$ cat src/utfr_consts.svh
// Constants of the under-temperature fault responder: offsets, field positions, codes and reset values.
// Assumes inclusion by the delay timer and responder modules only.
// Functional notes
// - Response code 00 keeps the output running with no interruption while the fault is present.
// - Response code 01 keeps running for the programmed delay, then applies the retry setting if the fault remains.
// - Response code 10 disables the output at once and then follows the retry setting.
// - Response code 11 disables the output until the fault is cleared, with no restart attempts.
// - A latched fault clears on a status bit clear, a clear-all command, reset, or an off-then-on command.
// - Retry code 000 makes no restart attempt and keeps the output off until the fault is cleared.
// - Retry codes 001 to 011 give one to three attempts, after which the output stays off until cleared.
// - Restart attempts start separated by the delay count times the fault's delay unit.
// - Delay codes 0 to 7 stand for 1, 2, 4, 8, 16, 32, 64 and 128 delay units.
// - Retry codes 100 to 110 give four to six attempts and 111 retries until commanded off.
`ifndef UTFR_CONSTS_SVH
`define UTFR_CONSTS_SVH

`define UTFR_ACTION_CODE   8'h54
`define UTFR_ACTION_RESET  8'hC0
`define UTFR_RESP_MSB      7
`define UTFR_RESP_LSB      6
`define UTFR_RETRY_MSB     5
`define UTFR_RETRY_LSB     3
`define UTFR_DELAY_MSB     2
`define UTFR_DELAY_LSB     0
`define UTFR_RETRY_NONE    3'h0
`define UTFR_RETRY_ALWAYS  3'h7
`define UTFR_UNITS_ONE     8'h01

`endif

$ cat src/utfr_pkg.sv
// Types of the under-temperature fault responder.
// Assumes nothing of its surroundings.
package utfr_pkg;
    typedef enum logic [1:0] {
        RESP_IGNORE = 2'h0,
        RESP_DELAY  = 2'h1,
        RESP_RETRY  = 2'h2,
        RESP_LATCH  = 2'h3
    } utfr_resp_type;

    typedef enum logic [3:0] {
        ST_RUN  = 4'h1,
        ST_HOLD = 4'h2,
        ST_WAIT = 4'h4,
        ST_LOCK = 4'h8
    } utfr_state_type;
endpackage

$ cat src/utfr_delay_timer.sv
// Delay timer counting delay-unit ticks, 2**code units per run.
// Assumes unit_tick is a one-cycle pulse on mclk, one per delay time unit.
`timescale 1ns/1ps
`include "utfr_consts.svh"
module utfr_delay_timer (
    input  wire logic       mclk,
    input  wire logic       rst_n,
    input  wire logic       ce,
    input  wire logic       start,
    input  wire logic       stop,
    input  wire logic [2:0] code,
    input  wire logic       unit_tick,
    output logic            done
);
    logic [7:0] remaining;
    logic [7:0] next_remaining;
    logic       active;
    logic       next_active;
    logic       next_done;

    always_comb begin
        next_remaining = remaining;
        next_active    = active;
        next_done      = 1'b0;
        if (stop) begin
            next_active    = 1'b0;
            next_remaining = 8'h00;
        end else if (start) begin
            next_active    = 1'b1;
            next_remaining = `UTFR_UNITS_ONE << code;
        end else if (active && unit_tick) begin
            if (remaining == `UTFR_UNITS_ONE) begin
                next_active    = 1'b0;
                next_done      = 1'b1;
                next_remaining = 8'h00;
            end else begin
                next_remaining = remaining - `UTFR_UNITS_ONE;
            end
        end
    end

    always_ff @(posedge mclk or negedge rst_n) begin
        if (!rst_n) begin
            remaining <= 8'h00;
            active    <= 1'b0;
            done      <= 1'b0;
        end else if (ce) begin
            remaining <= next_remaining;
            active    <= next_active;
            done      <= next_done;
        end
    end
endmodule

$ cat src/utfr_responder.sv
// Under-temperature fault response: action register, retry sequencing and output enable.
// Assumes fault, unit_tick, clear strobes and command writes come from logic on mclk;
// the on/off control pin is asynchronous and is synchronised here.
`timescale 1ns/1ps
`include "utfr_consts.svh"
module utfr_responder
    import utfr_pkg::*;
(
    input  wire logic       mclk,
    input  wire logic       nrst,
    input  wire logic       ce,
    input  wire logic       ctrl_pin,
    input  wire logic       operation_on,
    input  wire logic       fault,
    input  wire logic       unit_tick,
    input  wire logic       clear_bit,
    input  wire logic       clear_all,
    input  wire logic       cmd_wr,
    input  wire logic [7:0] cmd_code,
    input  wire logic [7:0] cmd_data,
    output logic      [7:0] action,
    output logic            out_enable,
    output logic            fault_latched,
    output logic            locked,
    output logic            retrying,
    output logic      [2:0] attempts
);
    logic           rst_q1;
    logic           rst_n;
    logic           ctrl_q1;
    logic           ctrl_q2;
    logic           on_prev;
    logic           on_cmd;
    logic           on_rise;
    logic           clr;
    utfr_resp_type  resp;
    logic [2:0]     retries;
    logic [2:0]     delay_code;
    utfr_state_type state;
    utfr_state_type next_state;
    logic [2:0]     next_attempts;
    logic [7:0]     next_action;
    logic           next_out_enable;
    logic           next_latched;
    logic           tmr_start;
    logic           tmr_stop;
    logic           tmr_done;
    logic           give_up;

    // Reset released through two flops; kept running while ce is low so reset never hangs
    always_ff @(posedge mclk or negedge nrst) begin
        if (!nrst) begin
            rst_q1 <= 1'b0;
            rst_n  <= 1'b0;
        end else begin
            rst_q1 <= 1'b1;
            rst_n  <= rst_q1;
        end
    end

    assign on_cmd     = ctrl_q2 & operation_on;
    assign on_rise    = on_cmd & ~on_prev;
    assign clr        = clear_bit | clear_all | on_rise;
    assign resp       = utfr_resp_type'(action[`UTFR_RESP_MSB:`UTFR_RESP_LSB]);
    assign retries    = action[`UTFR_RETRY_MSB:`UTFR_RETRY_LSB];
    assign delay_code = action[`UTFR_DELAY_MSB:`UTFR_DELAY_LSB];
    // Out of attempts: none allowed, or a finite limit already used up
    assign give_up    = (retries == `UTFR_RETRY_NONE) ||
                        ((retries != `UTFR_RETRY_ALWAYS) && (attempts >= retries));

    utfr_delay_timer u_timer (
        .mclk      (mclk),
        .rst_n     (rst_n),
        .ce        (ce),
        .start     (tmr_start),
        .stop      (tmr_stop),
        .code      (delay_code),
        .unit_tick (unit_tick),
        .done      (tmr_done)
    );

    always_comb begin
        next_action = action;
        if (cmd_wr && (cmd_code == `UTFR_ACTION_CODE)) begin
            next_action = cmd_data;
        end
    end

    always_comb begin
        next_state    = state;
        next_attempts = attempts;
        tmr_start     = 1'b0;
        tmr_stop      = 1'b0;
        // Set wins over clear so a fault in the clearing cycle stays visible
        next_latched  = fault ? 1'b1 : (clr ? 1'b0 : fault_latched);
        if (!on_cmd || clr) begin
            // Commanded off or cleared: start over with a fresh sequence
            next_state    = ST_RUN;
            next_attempts = 3'h0;
            tmr_stop      = 1'b1;
        end else begin
            unique case (state)
                ST_RUN: begin
                    if (fault) begin
                        unique case (resp)
                            RESP_IGNORE: next_state = ST_RUN;
                            RESP_DELAY: begin
                                next_state = ST_HOLD;
                                tmr_start  = 1'b1;
                            end
                            RESP_RETRY: begin
                                next_state = give_up ? ST_LOCK : ST_WAIT;
                                tmr_start  = ~give_up;
                            end
                            RESP_LATCH: next_state = ST_LOCK;
                        endcase
                    end
                end
                ST_HOLD: begin
                    if (tmr_done) begin
                        if (fault) begin
                            next_state = give_up ? ST_LOCK : ST_WAIT;
                            tmr_start  = ~give_up;
                        end else begin
                            next_state = ST_RUN;
                        end
                    end
                end
                ST_WAIT: begin
                    if (tmr_done) begin
                        // Restart attempt; a fault seen again in run counts it as failed
                        next_state = ST_RUN;
                        if (attempts != `UTFR_RETRY_ALWAYS) begin
                            next_attempts = attempts + 3'h1;
                        end
                    end
                end
                ST_LOCK: next_state = ST_LOCK;
            endcase
        end
        next_out_enable = on_cmd && !clr && ((next_state == ST_RUN) || (next_state == ST_HOLD));
        if (on_cmd && clr) begin
            next_out_enable = 1'b1;
        end
    end

    always_ff @(posedge mclk or negedge rst_n) begin
        if (!rst_n) begin
            ctrl_q1       <= 1'b0;
            ctrl_q2       <= 1'b0;
            on_prev       <= 1'b0;
            action        <= `UTFR_ACTION_RESET;
            state         <= ST_RUN;
            attempts      <= 3'h0;
            out_enable    <= 1'b0;
            fault_latched <= 1'b0;
            locked        <= 1'b0;
            retrying      <= 1'b0;
        end else if (ce) begin
            ctrl_q1       <= ctrl_pin;
            ctrl_q2       <= ctrl_q1;
            on_prev       <= on_cmd;
            action        <= next_action;
            state         <= next_state;
            attempts      <= next_attempts;
            out_enable    <= next_out_enable;
            fault_latched <= next_latched;
            locked        <= (next_state == ST_LOCK);
            retrying      <= (next_state == ST_WAIT);
        end
    end

    // Unit ticks the timer really counts while waiting to restart
    logic [7:0] wait_ticks;
    always_ff @(posedge mclk or negedge rst_n) begin
        if (!rst_n) begin
            wait_ticks <= 8'h00;
        end else if (ce) begin
            if (state != ST_WAIT) begin
                wait_ticks <= 8'h00;
            end else if (unit_tick && !tmr_done) begin
                wait_ticks <= wait_ticks + 8'h01;
            end
        end
    end

    logic live;
    assign live = ce && on_cmd && !clr;
endmodule

$ cat config.mk
export PLATFORM = sky130hd
export DESIGN_NAME = utfr_responder
export DESIGN_NICKNAME = d
export VERILOG_FILES = /design/src/utfr_pkg.sv /design/src/utfr_delay_timer.sv /design/src/utfr_responder.sv
export VERILOG_INCLUDE_DIRS = /design/src /design/src/src
export SDC_FILE = /design/constraint.sdc
export NUM_CORES = 1
export LEC_CHECK = 0
export ABC_CLOCK_PERIOD_IN_PS = 3100
export BUFFER_PORTS_ARGS = -buffer_cell sky130_fd_sc_hd__buf_2
export CELL_PAD_IN_SITES_DETAIL_PLACEMENT = 0
export CELL_PAD_IN_SITES_GLOBAL_PLACEMENT = 1
export CORE_MARGIN = 4
export CORE_UTILIZATION = 25
export DETAILED_ROUTE_END_ITERATION = 12
export HOLD_SLACK_MARGIN = 0.06
export PLACE_DENSITY_LB_ADDON = 0.1
export SLEW_MARGIN = 5
export SYNTH_ARGS = -nofsm -noshare
export SYNTH_HDL_FRONTEND = slang
export SYNTH_SLANG_ARGS = --single-unit
$ cat constraint.sdc
create_clock -name mclk -period 3.1 [get_ports mclk]
set_input_delay 0.62 -clock mclk [delete_from_list [all_inputs] [get_ports mclk]]
set_output_delay 0.62 -clock mclk [all_outputs]
set_load 0.02 [all_outputs]
## Yosys cells after proc, flatten, opt, wreduce, memory -nomap -nowiden

Index checks and enable logic that the tools add are counted.

- Word-level logic and storage cells: 98
- Bits of input ports: 26
- Register bits: 34

- Magnitude comparators: 1
- $add $sub $neg: 2
- Shift-type cells: 1
- Bitwise logic cells: 6
- Eq/ne operators: 15
- Reductions and logical operators: 24
- Muxes and demuxes: 34

Operator list:

| operator | number |
|---|---|
| $mux 8 | 4 |
| $pmux 4 s4 | 2 |
| $mux 4 | 6 |
| $mux 1 | 16 |
| $mux 3 | 4 |
| $eq 4x1->1 const B | 2 |
| $eq 4x2->1 const B | 2 |
| $eq 4x3->1 const B | 2 |
| $eq 4x4->1 const B | 2 |
| $eq 8x1->1 const B | 1 |
| $eq 8x7->1 const B | 1 |
| $reduce_bool 2->1 | 4 |
| $shl 1x3->8 const A | 1 |
| $sub 8x1->8 const B | 1 |
| $logic_and 1x1->1 | 6 |
| $ne 3x3->1 const B | 2 |
| $reduce_and 2->1 | 3 |
| $reduce_bool 3->1 | 2 |
| $eq 2x2->1 const B | 2 |
| $pmux 1 s2 | 2 |
| $reduce_and 4->1 | 1 |
| $add 3x1->3 const B | 1 |
| $ge 3x3->1 | 1 |
| $logic_not 3->1 | 1 |
| 8 further kinds | 14 |

## Longest topological paths before layout

Gate-level depths: netlist of run 1.

- Depth in word-level cells: 12
- Depth in mapped cells: 9
- Mapped depth without buffers: 8

## Hierarchy

Synthesis of run 1 repeated with hierarchy kept, for this count alone.

- Cell total of the unflattened synthesis: 234
- Area, all modules: 2290.9 sq um

Modules (own cells, without submodules):

| module | cells each | instances | sequential area each (sq um) | area an instance (sq um) |
|---|---|---|---|---|
| utfr_responder | 155 | 1 | 604.3 | 1572.8 |
| utfr_delay_timer | 79 | 1 | 250.2 | 718.2 |

## Worst setup path after synthesis of run 1

No wires, ideal clock.

- Kind: flip-flop to flip-flop
- From: reg action[6]
- To: reg u_timer.remaining[1]
- Stages on the path, launching flop included: 9
- Required time: 2974 ps
- Buffers on the path: 1
- Path slack: 856 ps
- Arrival: 2118 ps
- Clock period less this slack: 2244 ps
- Cells stage by stage: dfstp_2 inv_1 ha_1 and4b_1 nand3_1 a221oi_4 nor2_2 buf_6 a221o_1

- Cells in the longest elaborated chain, start to end: 7

Ends and longest elaborated chain:

| element | RTL line | RTL |
|---|---|---|
| from (decl) | utfr_responder.sv:21 | `output logic [7:0] action,` |
| from (signal assigned) | utfr_responder.sv:152 | `` action <= `UTFR_ACTION_RESET; `` |
| from (signal assigned) | utfr_responder.sv:163 | `action <= next_action;` |
| $eq 2x2->1 / $eq 2x1->1 (equally long branches) | utfr_responder.sv:105 | `unique case (resp)` |
| $pmux 1 s2 (*) | utfr_responder.sv:105 |  |
| $mux 1 (*) | utfr_responder.sv:104 | `if (fault) begin` |
| $pmux 1 s2 (*) | utfr_responder.sv:102 | `unique case (state)` |
| $mux 1 (*) | utfr_responder.sv:96 | `if (!on_cmd \|\| clr) begin` |
| $reduce_bool 3->1 (no source line) / $mux 8 (equally long branches) | - |  |
| $reduce_and 2->1 (no source line) / $mux 8 (equally long branches) | - |  |
| to (signal assigned) | utfr_delay_timer.sv:48 | `remaining <= next_remaining;` |
| to (decl) | utfr_delay_timer.sv:15 | `logic [7:0] remaining;` |

Mark *: on every way between the ends. The rest lies on a longest branch, timed or not.
A chain may end at the register's enable or synchronous reset.

## Worst setup path in the final report of run 1

- From: reg action[6]
- To: reg u_timer.remaining[4]

The elaborated chain is that of the path after synthesis.

==> impl_metrics.py, run 1 <==
metrics = {
    "finish": {
        "utilization": 0.304,
        "num-nets-final": 317,
        "drive_gt1_frac": 0.293,
        "diodes": 0,
        "fillerInstances": 949,
        "postLayoutCellArea_um2": 2670,
        "areaGrowthSynthToFinish_pct": 18.1,
    },
    "yosys": {
        "synth_flop_cell": "dfrtp_1",
        "synth-async-reset-ratio": 1.00,
        "syn-num-nets": 273,
        "mappedNetlistArea_um2": 2260,
        "syn_inst": 235,
        "yosysWarnings": 0,
        "avgSynthCellArea_um2": 9.62,
        "synth-seq-cells": 34,
        "ys_seq_area_frac": 0.378,
        "synth_cell_types": 63,
        "synth_edf_count": 0,
    },
    "flow_run": {
        "cap_viol_max_count": 0,
    },
    "power": {
        "leakagePower_nw": 1.23,
        "peakVddDrop_uv": 159,
        "p_per_area_nw_per_um2": 347,
    },
    "setup_path": {
        "critPathMaxFanout": 15,
        "cp.arrival_ns": 2.77,
        "worstPathRequired_ns": 3.30,
        "worstSetupStartpointType": "register",
        "worstRegToRegCells": 8,
        "endpoint_kind": "register",
        "ff2ff_setup_slack_ns": 0.53,
        "path_class": "reg -> reg",
    },
    "clock_network": {
        "path_clk_slew_ns": 0.07,
        "clock_latency_ns": 0.29,
        "clkSinkCount": 34,
        "cts_tree": "done",
        "holdBufCountCts": 0,
        "cts_buffer_depth": 2,
        "root_buffer": "clkbuf_8",
        "numCtsBuffers": 5,
        "htreeDepth": 2,
        "cts_setup_buffers": 0,
        "cts-resized-gates": 0,
    },
    "global_routing": {
        "busiest_layer": "met2",
        "grt_pass1_vias": 1981,
        "grt_usage": 0.124,
        "use_met2": 0.190,
        "grt_pass1_wl_um": 10200,
        "antenna_found_initial": 0,
        "gr-usage-met3": 0.0291,
        "grt_max_degree": 22,
        "grt_remaining_overflow": 0,
        "grt_use_met1": 0.174,
    },
    "timing": {
        "rsz0062_at_grt": "no",
        "finalSetupTns_ns": 0,
        "setup_viol": 0,
        "period_needed_ns": 2.57,
        "min_period_over_period": 0.828,
        "clock.fmax_mhz": 389,
        "hold_viol_final": 0,
        "worst_pin_slew_ns": 0.922,
        "worst_hold_slack_ns": 0.102,
        "slew_headroom": 0.385,
        "maxSlewViolCount": 0,
        "skew_ns": 0.00854,
    },
    "placement": {
        "dpl.hpwl_um": 4610,
        "place_congestion": 0.780,
        "post_dp_cell_area_um2": 2580,
        "port_buffers": 40,
    },
    "drt": {
        "via_per_inst": 4.95,
        "dr.pass1.iters": 4,
        "wl_per_cell_um": 15.6,
        "ant_nets": 0,
        "dr_total_vias": 1922,
        "post-route-drc-count": 0,
        "drtIter0Drc": 48,
        "wirelength_um": 6070,
    },
    "status": {
        "outcome": "completed",
    },
    "die": {
        "rows": 34,
        "pin_count": 41,
        "core_area_um2": 8760,
        "dieArea_um2": 10600,
        "die_h_um": 103,
        "initial_core_util": 0.258,
        "die_w_um": 103,
    },
    "min_path": {
        "hp-class": "in -> async",
    },
}
## cells in the final DEF, fill, tap and decap left out, types with 2 or more instances in the layout
cell type   n
mux2i_1     7
o21ai_0    16
a221o_1     4
and4b_1     2
nor2b_1     5
ha_1       12
nor2_1     16
or3_1       3
nor3_1      8
nand3_1    10
buf_4       6
o22ai_1     4
nor4_1      2
dfstp_2     3
nand4_1     3
a21oi_1     8
o211ai_1    2
clkbuf_8    6
nand2b_1    2
inv_1      17
nand2_1    21
mux2_2     12
nor4b_1     2
dfrtp_1    31
buf_2      40
## synthesized netlist by cell type (5+ instances only)
| library cell | n | area share |
|---|---|---|
| nor2b_1 | 5 | 0.014 |
| dfrtp_1 | 31 | 0.34 |
| inv_1 | 17 | 0.028 |
| nand3_1 | 10 | 0.022 |
| ha_1 | 12 | 0.066 |
| nand2_1 | 21 | 0.035 |
| mux2_2 | 12 | 0.060 |
| nor3_1 | 8 | 0.018 |
| mux2i_1 | 7 | 0.031 |
| o21ai_0 | 16 | 0.035 |
| nor2_1 | 16 | 0.027 |
| a21oi_1 | 8 | 0.018 |
## power by group
part	internal [mW]	switching [mW]	leakage, nW
clock	0.179	0.164	0.0482
combinational	0.0459	0.0590	0.733
sequential	0.459	0.0190	0.449
total	0.684	0.242	1.23
## through the flow
stage                     instances  total power [mW]  setup WS (ns)
after global routing            388             0.983          0.376
after floorplan                 235             0.545          0.856
after detailed placement        380             0.594          0.526
final                           388             0.926          0.532
after CTS                       388             0.950          0.509
after global placement          380             0.594          0.616
## kinds of logic (layout without fill, tap and decap cells)
group	after synthesis	after routing	synth area share
flops	34	34	0.378
xor+xnor	1	1	0.00388
buf+inv	27	72	0.0581
simple gates	87	87	0.216
other cells	1	1	0.00166
fa+ha+maj	12	12	0.0664
compound gates	54	54	0.185
mux	19	19	0.0908
## worst max-delay path: stages (launching register included)
cell and delay [ns]:
dfstp_2 0.58, inv_1 0.07, ha_1 0.28, and4b_1 0.18, nand3_1 0.13, a221oi_4 0.09, nor2_2 0.57, mux2_2 0.41
o22ai_1 0.16
## area by class of cell
type | count | area (µm²) | area share
Clock buffer | 7 | 86.3 | 0.0324
Tap cell | 108 | 135 | 0.0507
Sequential cell | 34 | 855 | 0.320
Timing Repair Buffer | 46 | 245 | 0.0919
Clock inverter | 1 | 5.00 | 0.00188
Multi-Input combinational cell | 174 | 1270 | 0.477
Inverter | 18 | 67.6 | 0.0253
## metal layers
metal,wire length [µm],vias up
met4,57,0
li1,-,955
met1,2930,918
met3,276,5
met2,2800,44
met5,0,-
## worst paths after layout
path,from,end
worst max-delay path,action[6],u_timer.remaining[4]
worst min-delay path,nrst,rst_q1
worst max register to register,action[6],u_timer.remaining[4]
worst min register to register,rst_q1,rst_n
max in group asynchronous,rst_n,ctrl_q1
min in group mclk,rst_q1,rst_n
## flip-flops by register name (all words and copies together) (netlist names)
register,count
ctrl_q1,1
rst_n,1
rst_q1,1
fault_latched,1
retrying,1
ctrl_q2,1
locked,1
action,8
attempts,3
u_timer.active,1
out_enable,1
state,4
on_prev,1
u_timer.remaining,8
u_timer.done,1
No activity file was read; power rests on OpenSTA's default activity.
==> inputs of run 2 (changes only) <==
ABC_CLOCK_PERIOD_IN_PS = 2200   (was 3100)
clock period = 2.2 ns   (was 3.1 ns; I/O delays follow)
==> run 2 against run 1 <==
- combinational power grew 64%
- core utilization grew 3.2 points
- sequential cell count is the same
- sequential share of layout area shrank 3.0 points
- the run now ends with setup timing left
- clock-buffer cell count is the same
- clock power grew 44%
- sequential power grew 39%
- final cell count grew 7.2%
- die area is the same
- fmax grew 15%
- largest power group unchanged
- hold slack gained 0.018 ns
- global-route usage grew 0.36 points
==> impl_metrics.py, run 2 (synthesis gave the netlist of run 1 again) <==
metrics = {
    "setup_path": {
        "worstReg2RegStart": "action[7]",
        "worst_path_max_delay_cell": "dfstp_2",
        "worstSetupStartpointType": "register",
        "cp_top_family": "flip-flops",
        "worst-path-buf-inv": 3,
        "path_class": "reg -> reg",
        "path_cells": "inv_2 -> ha_4 -> and4b_1 -> nand3_2 -> a221oi_4 -> buf_6 -> nor2_4 -> buf_4 -> mux2i_1 -> a21oi_1",
        "cp_slowest_stage_delay_ns": 0.54,
        "ff2ff_setup_slack_ns": -0.03,
        "critPathMaxFanout": 6,
        "endpoint_kind": "register",
        "cp.depth": 10,
        "worstReg2RegEnd": "u_timer.remaining[7]",
        "worstPathRequired_ns": 2.36,
        "crit_path_end": "u_timer.remaining[7]",
        "cp.arrival_ns": 2.39,
        "crit_path_start": "action[7]",
        "worstRegToRegCells": 10,
    },
    "clock_network": {
        "cts_buffer_depth": 2,
        "root_buffer": "clkbuf_8",
        "cts_tree": "done",
        "numCtsBuffers": 5,
        "clkSinkCount": 34,
        "clock_latency_ns": 0.29,
        "path_clk_slew_ns": 0.07,
        "htreeDepth": 2,
    },
    "timing": {
        "clock.fmax_mhz": 449,
        "min_period_over_period": 1.01,
        "skew_ns": 0.00314,
        "rsz0062_at_grt": "yes",
        "setup_ws_ns": -0.0272,
        "maxSlewViolCount": 0,
        "setup_viol": 3,
        "hold_viol_final": 0,
        "period_needed_ns": 2.23,
    },
    "finish": {
        "areaGrowthSynthToFinish_pct": 30.4,
        "final_common_cell": "buf_2",
        "reg_top3": "action: 8 flops, u_timer.remaining: 8 flops, state: 4 flops",
        "drive_gt1_frac": 0.386,
        "fillerInstances": 933,
        "postLayoutCellArea_um2": 2950,
        "diodes": 0,
        "num-nets-final": 345,
        "layout_common_cells": "buf_2 (40), dfrtp_1 (31), buf_4 (30)",
        "utilization": 0.336,
    },
    "die": {
        "rows": 34,
        "dieArea_um2": 10600,
        "die_h_um": 103,
        "die_w_um": 103,
        "pin_count": 41,
        "initial_core_util": 0.258,
        "core_area_um2": 8760,
    },
    "global_routing": {
        "grt_max_degree": 27,
        "grt_pass1_wl_um": 10500,
        "grt_remaining_overflow": 0,
        "antenna_found_initial": 0,
        "grt_pass1_vias": 2079,
        "grt_usage": 0.127,
    },
    "drt": {
        "via_per_inst": 4.80,
        "dr.pass1.iters": 4,
        "dr_total_vias": 1998,
        "drtIter0Drc": 70,
        "post-route-drc-count": 0,
        "wl_per_cell_um": 15.1,
        "ant_nets": 0,
        "wirelength_um": 6280,
    },
    "min_path": {
        "hp-class": "reg -> async",
    },
    "status": {
        "outcome": "finished with violations",
        "violations": "setup timing",
    },
    "power": {
        "total_power_mw": 1.33,
        "p_per_area_nw_per_um2": 452,
        "leakagePower_nw": 1.38,
        "peakVddDrop_uv": 287,
    },
    "placement": {
        "preCtsSetupSlack_ns": -0.0832,
        "dpl.hpwl_um": 4830,
        "place_congestion": 0.785,
        "port_buffers": 40,
        "post_dp_cell_area_um2": 2770,
    },
    "flow_run": {
        "cap_viol_max_count": 0,
    },
}
[run 2: cell count changes in the layout (fill, tap and decap cells not counted), sizes merged]
cell,change
buf,+26
dlygate4sd3,+1
nor2,+1
[run 2: metrics by stage]
step                      hold slack, ns  setup TNS (ns)  std cells
after floorplan                    0.144        -0.00669        235
after global placement             0.113          -0.298        403
after detailed placement           0.122          -0.457        403
after CTS                          0.129          -0.209        415
after global routing               0.153          -0.605        416
final                              0.120         -0.0529        416
[run 2: repair_timing]
item,CTS,global route
gates resized for setup,10,2
hold endpoints to repair,2,0
cloned,1,0
pin swaps,11,4
buffers inserted,2,1
setup endpoints to repair,11,14
hold buffers,1,0
[run 2: worst min path at each step]
| stage | from | to | slack, ns | cells past startpoint |
|---|---|---|---|---|
| floorplan | nrst | rst_n | 0.14 | 0 |
| global placement | rst_n | action[4] | 0.11 | 0 |
| detailed placement | rst_n | action[5] | 0.12 | 0 |
| CTS | rst_n | action[3] | 0.13 | 0 |
| global route | rst_n | action[4] | 0.15 | 0 |
| finish | rst_n | action[3] | 0.12 | 0 |
[run 2: area by class of cell]
class                      instances  area (µm²)  area share
clock buffer                       7        86.3      0.0293
inverter                          18        67.6      0.0229
timing repair buffer              73         458       0.155
sequential                        34         855       0.290
tap                              108         135      0.0459
multi-input combinational        175        1340       0.455
clock inverter                     1        5.00     0.00170
[run 2: routing by layer]
metal	up-vias	wire length [µm]	track usage
li1	1008	-	-
met1	950	2970	0.173
met2	38	3050	0.209
met3	2	225	0.0250
met4	0	30	0.0299
met5	-	0	0
[run 2: power by group]
| part | switching, mW | leakage [nW] | total (mW) | internal (mW) |
|---|---|---|---|---|
| combinational | 0.0947 | 0.882 | 0.172 | 0.0770 |
| sequential | 0.0195 | 0.449 | 0.666 | 0.646 |
| clock | 0.242 | 0.0482 | 0.495 | 0.253 |
| total | 0.356 | 1.38 | 1.33 | 0.976 |
==> inputs of run 3 (changes only) <==
==> constraint.sdc (replaced) <==
create_clock -name mclk -period 2.2 [get_ports mclk]
set_input_delay 0 -clock mclk [delete_from_list [all_inputs] [get_ports mclk]]
set_output_delay 0 -clock mclk [all_outputs]
set_load 0.02 [all_outputs]
==> run 3 against run 2 <==
- critical path depth down 1
- total power rose by 1.3%
- first-iteration DRC count decreased by 19%
- fmax rose by 2.0%
- the flow now finishes without violations
- sequential power is essentially flat
- highest routed layer unchanged
- global-route usage is essentially flat
- clock power down 1%
- sequential cell count did not move
==> impl_metrics.py, run 3 (synthesis gave the netlist of run 1 again) <==
metrics = {
    "status": {
        "outcome": "completed",
    },
    "die": {
        "pin_count": 41,
        "core_area_um2": 8760,
        "dieArea_um2": 10600,
        "rows": 34,
        "initial_core_util": 0.258,
        "die_h_um": 103,
        "die_w_um": 103,
    },
    "setup_path": {
        "worstPathRequired_ns": 2.41,
        "worstReg2RegStart": "action[7]",
        "path_cells": "inv_2 -> ha_4 -> and4b_1 -> nand3_2 -> a221oi_4 -> buf_4 -> nor2_4 -> mux2_4 -> o22ai_2",
        "endpoint_kind": "register",
        "cp_slowest_stage_delay_ns": 0.54,
        "worst_path_max_delay_cell": "dfstp_2",
        "ff2ff_setup_slack_ns": 0.02,
        "cp.arrival_ns": 2.39,
        "path_class": "reg -> reg",
        "worstReg2RegEnd": "u_timer.remaining[4]",
        "worstRegToRegCells": 9,
        "critPathMaxFanout": 8,
        "worstSetupStartpointType": "register",
    },
    "power": {
        "p_clk_frac": 0.363,
        "p_per_area_nw_per_um2": 430,
        "peakVddDrop_uv": 196,
        "swShare": 0.264,
        "total_power_mw": 1.35,
        "p_comb_frac": 0.146,
        "power_switching_uw": 357,
        "leakagePower_nw": 1.43,
        "seqPwrFrac": 0.491,
        "internal_power_uw": 993,
    },
    "timing": {
        "clock.fmax_mhz": 458,
        "slew_headroom": 0.637,
        "hold_viol_final": 0,
        "rsz0062_at_grt": "yes",
        "worst_pin_slew_ns": 0.537,
        "min_period_over_period": 0.993,
        "worst_hold_slack_ns": 0.139,
        "maxSlewViolCount": 0,
        "skew_ns": 0.00724,
        "finalSetupTns_ns": 0,
        "setup_viol": 0,
        "period_needed_ns": 2.18,
        "setup_ws_ns": 0.0157,
    },
    "drt": {
        "dr_total_vias": 2045,
        "ant_nets": 0,
        "drtIter0Drc": 57,
        "wirelength_um": 6330,
        "wl_per_cell_um": 14.8,
        "via_per_inst": 4.77,
        "post-route-drc-count": 0,
        "dr.pass1.iters": 4,
    },
    "finish": {
        "postLayoutCellArea_um2": 3130,
        "num-nets-final": 358,
        "final_common_cell": "buf_2",
        "drive_gt1_frac": 0.389,
        "finalNonFillerCells": 429,
        "utilization": 0.358,
        "reg_top3": "action: 8 flops, u_timer.remaining: 8 flops, state: 4 flops",
        "areaGrowthSynthToFinish_pct": 38.7,
        "diodes": 0,
        "layout_common_cells": "buf_2 (40), dfrtp_1 (30), buf_4 (27)",
    },
    "global_routing": {
        "grt_usage": 0.128,
        "antenna_found_initial": 0,
        "grt_remaining_overflow": 0,
        "grt_pass1_vias": 2121,
        "grt_pass1_wl_um": 10700,
        "grt_max_degree": 33,
    },
    "clock_network": {
        "cts_buffer_depth": 2,
        "htreeDepth": 2,
        "numCtsBuffers": 5,
        "cts_tree": "done",
        "root_buffer": "clkbuf_8",
        "clkSinkCount": 34,
        "path_clk_slew_ns": 0.08,
        "clock_latency_ns": 0.28,
    },
    "placement": {
        "post_dp_cell_area_um2": 2780,
        "place_congestion": 0.724,
        "preCtsSetupSlack_ns": -0.0574,
        "port_buffers": 40,
        "dpl.hpwl_um": 4800,
        "placed_cells": 403,
    },
    "min_path": {
        "min-delay-start": "fault",
        "holdPathStages": 3,
        "hp-class": "in -> reg",
        "holdPathEnd": "fault_latched",
    },
    "flow_run": {
        "cap_viol_max_count": 0,
    },
}
## run 3: cell count changes in the layout (fill, tap and decap cells not counted), moves of 2 or more
| cell | change |
|---|---|
| dlygate4sd3_1 | +13 |
| buf_4 | -3 |
| buf_6 | +2 |
| o21ai_2 | -2 |
## run 3: worst max-delay path by stage
stage / cells after the start / from / to
after floorplan: 8 / action[6] / u_timer.remaining[1]
after global placement: 9 / action[6] / u_timer.remaining[4]
after detailed placement: 9 / action[6] / u_timer.remaining[3]
after CTS: 9 / action[6] / u_timer.remaining[4]
after global routing: 9 / action[6] / u_timer.remaining[3]
final: 9 / action[7] / u_timer.remaining[4]
## run 3: metal layers
layer | routed length [µm] | vias to the layer above | track usage
met3 | 204 | 4 | 0.0223
met2 | 3080 | 36 | 0.218
met4 | 46 | 0 | 0.0289
met5 | 0 | - | 0
met1 | 3000 | 973 | 0.169
li1 | - | 1032 | -
## run 3: critical path, delay by kind of cell (launching register included)
family | cells | cell delay [ns]
flip-flops | 1 | 0.54
AO/OA/AOI/OAI | 2 | 0.41
AND/OR/NAND/NOR | 3 | 0.37
multiplexers | 1 | 0.31
adder cells (fa/ha/maj) | 1 | 0.24
buffers and inverters | 2 | 0.21
## run 3: final cells by class
type / instances / area, µm²
Sequential cell: 34 / 856
Clock buffer: 7 / 86.3
Clock inverter: 1 / 5.00
Multi-Input combinational cell: 175 / 1380
Fill cell: 955 / 5630
Inverter: 18 / 67.6
Timing Repair Buffer: 86 / 608
Tap cell: 108 / 135
## run 3: repair_timing
action | 4_1_cts | 5_1_grt
gates resized for setup | 7 | 14
hold buffers | 14 | 0
gates cloned | 0 | 1
endpoints found under the hold margin | 15 | 0
setup endpoints to repair | 6 | 13
pin swaps | 9 | 10
buffers inserted | 1 | 2
## run 3: power by group through the flow
stage,registers [mW],clock network [mW],logic [mW]
6_report,0.663,0.490,0.197
5_1_grt,0.666,0.535,0.223
4_1_cts,0.663,0.515,0.194
3_5_place_dp,0.675,0,0.173
3_3_place_gp,0.675,0,0.173
2_1_floorplan,0.692,0,0.0774
